<file path="src/core/ilo_pkg.sv">
// Package for the indexed literal offset decode and execute block.
// Assumes a core that fetches one 16-bit word per instruction cycle.
// Overview of operation
// - With extension on, access operands up to 5Fh are offsets from pointer two.
// - Indexed form only when access bit is zero; otherwise bank register or access bank.
// - Extension fuse one enables extended behaviour; zero disables it entirely.
// - Indexed add 0010 01d0 kkkk kkkk adds accumulator to byte, one cycle.
// - Add destination bit zero writes accumulator, one writes the data byte.
// - Indexed add updates negative, overflow, carry, digit carry and zero flags.
// - Bit set 1000 bbb0 kkkk kkkk sets chosen bit, flags unchanged.
// - Fill 0110 1000 kkkk kkkk writes FFh to the byte, flags unchanged.
package ilo_pkg;
    localparam int ADDR_W = 12;
    localparam logic [7:0] OFFSET_MAX = 8'h5F;
    localparam logic [7:0] ACCESS_SPLIT = 8'h60;
    localparam logic [3:0] ACCESS_HIGH_BANK = 4'hF;
    localparam logic [5:0] OPC_ADD = 6'b0010_01;
    localparam logic [3:0] OPC_BSET = 4'b1000;
    localparam logic [7:0] OPC_FILL = 8'b0110_1000;
    localparam logic [7:0] FILL_VALUE = 8'hFF;
    localparam logic [7:0] ACCUM_RESET = 8'h00;
    localparam logic [4:0] STATUS_RESET = 5'h00;
    localparam int ACCESS_BIT = 8;
    localparam int DEST_BIT = 9;
    localparam int BITSEL_LO = 9;
    localparam int FLAG_N = 4;
    localparam int FLAG_OV = 3;
    localparam int FLAG_Z = 2;
    localparam int FLAG_DC = 1;
    localparam int FLAG_C = 0;

    // Decoded operation
    typedef enum logic [1:0] {
        ILO_OP_NONE = 2'b00,
        ILO_OP_ADD = 2'b01,
        ILO_OP_BSET = 2'b10,
        ILO_OP_FILL = 2'b11
    } ilo_op_t;

    // Data memory write request
    typedef struct packed {
        logic en;
        logic [ADDR_W-1:0] addr;
        logic [7:0] data;
    } ilo_wr_t;
endpackage : ilo_pkg

</file>
<file path="src/core/ilo_decode.sv">
// Operand address and execute logic for three byte and bit instructions.
// Covers indexed add to accumulator or file, indexed bit set and indexed fill.
// Assumes data memory read is combinational from rdAddr and write is taken on the clock.
// Assumes the fuse and the pointer come from logic on the core clock.
`timescale 1ns/100ps
`default_nettype none
module ilo_decode
    import ilo_pkg::*;
(
    input wire logic clk_sys, // Core instruction clock
    input wire logic reset_n, // Asynchronous reset, active low
    input wire logic extensionEnableFuse, // Extension configuration bit
    input wire logic instrValid, // Instruction word present this cycle
    input wire logic [15:0] instrWord, // Instruction word
    input wire logic [11:0] indirectPointerTwo, // Pointer two value
    input wire logic [3:0] bankSelectReg, // Bank select register
    input wire logic [7:0] rdData, // Byte at rdAddr
    input wire logic [4:0] statusIn, // Current status flags
    output logic [11:0] rdAddr, // Operand address
    output ilo_wr_t memWr, // Registered memory write
    output logic [7:0] accum_q, // Accumulator
    output logic [4:0] status_q, // Status flags
    output logic statusWe_q, // Status flags updated last cycle
    output logic indexedMode // Current operand is indexed
);
    // True when an operand byte lies inside the indexed window
    function automatic logic inOffsetWindow(input logic [7:0] f);
        logic r;
        r = (f <= OFFSET_MAX);
        return r;
    endfunction : inOffsetWindow

    // Forms the 12-bit operand address
    function automatic logic [11:0] effAddr(input logic ext, input logic a,
        input logic [7:0] f, input logic [11:0] ptr, input logic [3:0] bank);
        logic [11:0] r;
        r = {4'h0, f};
        if (ext && !a && inOffsetWindow(f)) begin
            r = ptr + {4'h0, f};
        end else if (a) begin
            r = {bank, f};
        end else if (f >= ACCESS_SPLIT) begin
            r = {ACCESS_HIGH_BANK, f};
        end else begin
            r = {4'h0, f};
        end
        return r;
    endfunction : effAddr

    // Flags of an 8-bit add, packed as {N, OV, Z, DC, C}
    function automatic logic [4:0] addFlagsOf(input logic [7:0] x, input logic [7:0] y);
        logic [8:0] s;
        logic [4:0] h;
        logic [4:0] fl;
        s = {1'b0, x} + {1'b0, y};
        h = {1'b0, x[3:0]} + {1'b0, y[3:0]};
        fl = '0;
        fl[FLAG_C] = s[8];
        fl[FLAG_DC] = h[4];
        fl[FLAG_Z] = (s[7:0] == 8'h00);
        fl[FLAG_OV] = (x[7] == y[7]) && (s[7] != x[7]);
        fl[FLAG_N] = s[7];
        return fl;
    endfunction : addFlagsOf

    // One-hot mask for the selected bit
    function automatic logic [7:0] bitMask(input logic [2:0] b);
        logic [7:0] m;
        m = 8'h01 << b;
        return m;
    endfunction : bitMask

    // Fields of the instruction word
    logic [7:0] fileOperand;
    logic accessSel;
    logic destSel;
    logic [2:0] bitSel;
    logic [5:0] opHigh6;
    logic [3:0] opHigh4;
    logic [7:0] opHigh8;

    // Decode and address
    logic indexedNow;
    ilo_op_t op;
    logic [11:0] opAddr;

    // Add datapath
    logic [8:0] sum;
    logic [4:0] addFlags;

    // Next values of the state
    logic [7:0] accum_d;
    logic [4:0] status_d;
    logic statusWe_d;
    ilo_wr_t memWr_d;

    // Split the instruction word into its fields
    assign fileOperand = instrWord[7:0];
    assign accessSel = instrWord[ACCESS_BIT];
    assign destSel = instrWord[DEST_BIT];
    assign bitSel = instrWord[BITSEL_LO +: 3];
    assign opHigh6 = instrWord[15:10];
    assign opHigh4 = instrWord[15:12];
    assign opHigh8 = instrWord[15:8];

    // Indexed form needs the fuse, a clear access bit and an operand in the window
    always_comb begin
        indexedNow = extensionEnableFuse && !accessSel && inOffsetWindow(fileOperand);
    end

    // Opcode decode; nothing is taken unless the fuse is set and the operand is indexed
    always_comb begin
        op = ILO_OP_NONE;
        if (instrValid && indexedNow) begin
            if (opHigh6 == OPC_ADD) begin
                op = ILO_OP_ADD;
            end else if (opHigh4 == OPC_BSET) begin
                op = ILO_OP_BSET;
            end else if (opHigh8 == OPC_FILL) begin
                op = ILO_OP_FILL;
            end else begin
                op = ILO_OP_NONE;
            end
        end
    end

    // Operand address, shown to data memory in the same cycle
    always_comb begin
        opAddr = effAddr(extensionEnableFuse, accessSel, fileOperand, indirectPointerTwo,
            bankSelectReg);
    end

    // Combinational outputs
    assign rdAddr = opAddr;
    assign indexedMode = indexedNow;

    // Sum and flags of the indexed add
    always_comb begin
        sum = {1'b0, accum_q} + {1'b0, rdData};
        addFlags = addFlagsOf(accum_q, rdData);
    end

    // Accumulator next value: only an add with the destination bit clear writes it
    always_comb begin
        accum_d = accum_q;
        if (op == ILO_OP_ADD && !destSel) begin
            accum_d = sum[7:0];
        end
    end

    // Accumulator register
    always_ff @(posedge clk_sys or negedge reset_n) begin
        if (!reset_n) begin
            accum_q <= ACCUM_RESET;
        end else begin
            accum_q <= accum_d;
        end
    end

    // Flags follow an add; bit set, fill and refused cycles pass the current flags through
    always_comb begin
        status_d = statusIn;
        statusWe_d = 1'b0;
        if (op == ILO_OP_ADD) begin
            status_d = addFlags;
            statusWe_d = 1'b1;
        end
    end

    // Flag registers
    always_ff @(posedge clk_sys or negedge reset_n) begin
        if (!reset_n) begin
            status_q <= STATUS_RESET;
            statusWe_q <= 1'b0;
        end else begin
            status_q <= status_d;
            statusWe_q <= statusWe_d;
        end
    end

    // Write request; address and data stay zero on cycles without a write
    always_comb begin
        memWr_d = '0;
        case (op)
            ILO_OP_ADD: begin
                if (destSel) begin
                    memWr_d.en = 1'b1;
                    memWr_d.addr = opAddr;
                    memWr_d.data = sum[7:0];
                end
            end
            ILO_OP_BSET: begin
                memWr_d.en = 1'b1;
                memWr_d.addr = opAddr;
                memWr_d.data = rdData | bitMask(bitSel);
            end
            ILO_OP_FILL: begin
                memWr_d.en = 1'b1;
                memWr_d.addr = opAddr;
                memWr_d.data = FILL_VALUE;
            end
            default: begin
                memWr_d = '0;
            end
        endcase
    end

    // Write request register, a one-cycle pulse per write
    always_ff @(posedge clk_sys or negedge reset_n) begin
        if (!reset_n) begin
            memWr <= '0;
        end else begin
            memWr <= memWr_d;
        end
    end
endmodule : ilo_decode
`default_nettype wire

</file>
<file path="config.mk">
export PLATFORM = sky130hd
export DESIGN_NAME = ilo_decode
export DESIGN_NICKNAME = d
export VERILOG_FILES = /design/src/core/ilo_pkg.sv /design/src/core/ilo_decode.sv
export SDC_FILE = /design/constraint.sdc
export NUM_CORES = 1
export LEC_CHECK = 0
export BUFFER_PORTS_ARGS = -buffer_cell sky130_fd_sc_hd__buf_2
export CORE_MARGIN = 5
export CORE_UTILIZATION = 53
export DETAILED_ROUTE_END_ITERATION = 8
export PLACE_DENSITY = 0.89
export SLEW_MARGIN = 0
export SYNTH_ARGS = -nofsm -noshare
export SYNTH_HDL_FRONTEND = slang
export SYNTH_SLANG_ARGS = --single-unit
</file>
<file path="constraint.sdc">
create_clock -name clk_sys -period 3.5 [get_ports clk_sys]
set_input_delay 0.175 -clock clk_sys [delete_from_list [all_inputs] [get_ports clk_sys]]
set_output_delay 0.175 -clock clk_sys [all_outputs]
set_load 0.02 [all_outputs]
</file>
==> metrics.txt <==
MaxCap Viol Count 0; largest net degree at the start of global routing 36; vias in the first global route 2,427; worst hold path type input port to flop; fin. max-slew vios 0; mapped cell area 2410 um2; Wirelength per Cell 15.1 um; Mapped Nets 343; PD cells 315 nW/um2; slowest stage delay, CP 0.43 ns; die width 77.5 um; Max clock buf depth 2; Synth Register Bits 35; Tightest Pin Transition 0.740 ns; fin nets 440; final wirelength 6.45 mm; Post-Route Skew 0.00193 ns; IO Count 97; initial DRC count 232; share of layout cells above drive strength 1 31.3%; GR Overflow Total 0; Setup CP Type input port to primary output; post-route minimum period 2.64 ns; DP Cell Count 417; RePlAce Congestion 0.912; Reg clk slew, reported paths 0.07 ns; Crit path arrival time 2.47 ns; hold path depth 3; height of the die 77.5 um; CP Depth 10; reg2reg end status_q[2]; DR vias/cell 5.63; Setup Viol. Count Final 0; crit-path leading delay family compound AO/OA/AOI/OAI gates; Post-DP HPWL 5.05 mm; period utilization 75.5%; routed vias 2,397; CP most frequent cell buf_2; Synth top area share 36.3%; Worst Hold End status_q[4]; Warnings, synthesis 0; CTS tree yes; status finished, final reports clean; Commonest cells post-synth 49 x nand2_1, 35 x dfrtp_1, 26 x o21ai_0; worst skew pair latency 0.29 ns; DRC 0; register area share after synthesis 36.3%; Core Area 4380 um2; critical-path cell list buf_2 > ha_1 > fa_1 > a211oi_1 > nor3_1 > o31ai_1 > nor2b_1 > mux2i_1 > nor2_1 > buf_2; die area 6000 um2; All-Layer GR Usage 21.9%; asr flop ratio synth 100%; synth unique cells 53; Reg2Reg Setup Slack 1.10 ns; Max Fclk 378 MHz; synth top area cells dfrtp_1 36%, ha_1 8.3%, nand2_1 7.6%; first drt pass iteration count 4; syn avg cell area 8.74 um2; WP buf/inv 2; final non-filler cell total 426; Worst Reg-to-Reg Cells 7; CTS root buf clkbuf_8; Fin. Hold Viols 0; CTS buffer count 5; hold-fix buffer count after cts 1; VDD IR max 0.145 mV; area leader, netlist dfrtp_1; Leak 1.64 nW; Startpoint Class input port; slowest CP cell fa_1; n_diodes 0; Starting Density 55.1%; final core utilization 69.3%; global-route wire length before repair 10.8 mm; post-synthesis to final-layout area growth 25.9%; Mapped Cells 276; HP Start statusIn[4]; commonest register cell after synthesis dfrtp_1; most numerous cell in the Yosys netlist nand2_1; setup TNS 0 ns; clk sinks 35; port bufs 96; Post-synth EDFFs 0; Antenna Violating Nets Remaining 0; Reg2Reg Launch Point accum_q[3]; unrepaired setup endpoints after global routing no; H-tree depth 2; initial antenna violation count 0; Crit. End Element primary output; maximum fanout along the worst path 3; Resized cells post-CTS 0; Site Rows 24; relative slew slack 50.7%; # Post-CTS Setup Buffers 0; WP data required 3.32 ns
## per-stage QoR
stage	power [mW]	instance area [um2]	hold WS, ns	worst slack, ns
3_5_place_dp	0.642	2920	0.286	0.873
6_report	0.958	3040	0.0879	0.857
5_1_grt	1.01	3040	0.111	0.792
2_1_floorplan	0.559	2410	-0.121	1.23
4_1_cts	0.964	3040	0.0799	0.872
3_3_place_gp	0.636	2920	0.284	0.962
## cells in the final DEF, fill, tap and decap left out, types with 3 or more instances in the layout
| cell type | synthesis | routed |
|---|---|---|
| nand2_1 | 49 | 49 |
| clkbuf_8 | 0 | 7 |
| a21oi_1 | 12 | 12 |
| dfrtp_1 | 35 | 35 |
| a32o_1 | 3 | 3 |
| inv_1 | 12 | 12 |
| o21ai_0 | 26 | 26 |
| nor2b_1 | 11 | 11 |
| a311oi_1 | 3 | 3 |
| and3_1 | 7 | 7 |
| xnor2_1 | 6 | 6 |
| a21o_1 | 3 | 3 |
| mux2i_1 | 3 | 3 |
| xor2_1 | 6 | 6 |
| a31oi_1 | 4 | 4 |
| nor3_1 | 9 | 9 |
| nand2b_1 | 5 | 5 |
| nor2_1 | 16 | 16 |
| ha_1 | 16 | 16 |
| buf_2 | 0 | 96 |
## worst min-delay path: stages
cell	delay, ns
buf_2	0.07
nand2_1	0.03
o21ai_0	0.06
## sequential cells by signal, summed over array words and instances, names as in the netlist
signal / flops
status_q: 5
memWr: 21
statusWe_q: 1
accum_q: 8
## layout make-up
type	instances	area, um2
sequential	35	876
clock inverter	1	7.51
timing repair buffer	97	490
clock buffer	7	96.3
tap	52	65.1
fill	346	1350
inverter	14	55.1
multi-input combinational	220	1450
## worst max-delay path by stage
stage                  end          from  slack [ns]
6_report         rdAddr[8]  instrWord[0]        0.86
5_1_grt          rdAddr[8]  instrWord[0]        0.79
4_1_cts          rdAddr[8]  instrWord[0]        0.87
3_5_place_dp     rdAddr[8]  instrWord[0]        0.87
3_3_place_gp     rdAddr[8]  instrWord[0]        0.96
2_1_floorplan  status_q[2]    accum_q[0]        1.23
## per-layer routing
layer / GRT usage [%] / share of wire (%) / vias to the layer above / wire length, um
li1: - / - / 1177 / -
met2: 38.8 / 51 / 117 / 3270
met1: 24.8 / 38 / 1090 / 2430
met3: 6.48 / 9.7 / 13 / 625
met5: 0 / 0 / - / 0
met4: 8.08 / 1.9 / 0 / 123
## cells by family after synthesis
| group | after synthesis | synth area share (%) |
|---|---|---|
| flip-flops | 35 | 36.3 |
| buffers and inverters | 21 | 3.73 |
| adder cells (fa/ha/maj) | 18 | 9.95 |
| multiplexers | 4 | 1.71 |
| AND/OR/NAND/NOR | 114 | 23.8 |
| AO/OA/AOI/OAI | 72 | 20.2 |
| XOR/XNOR | 12 | 4.35 |
## report_power, final
part	internal, mW	switching (mW)	total [mW]
combinational	0.0908	0.136	0.226
sequential	0.409	0.00186	0.411
clock	0.179	0.142	0.321
Note: power is estimated with default switching activity, not from simulation.
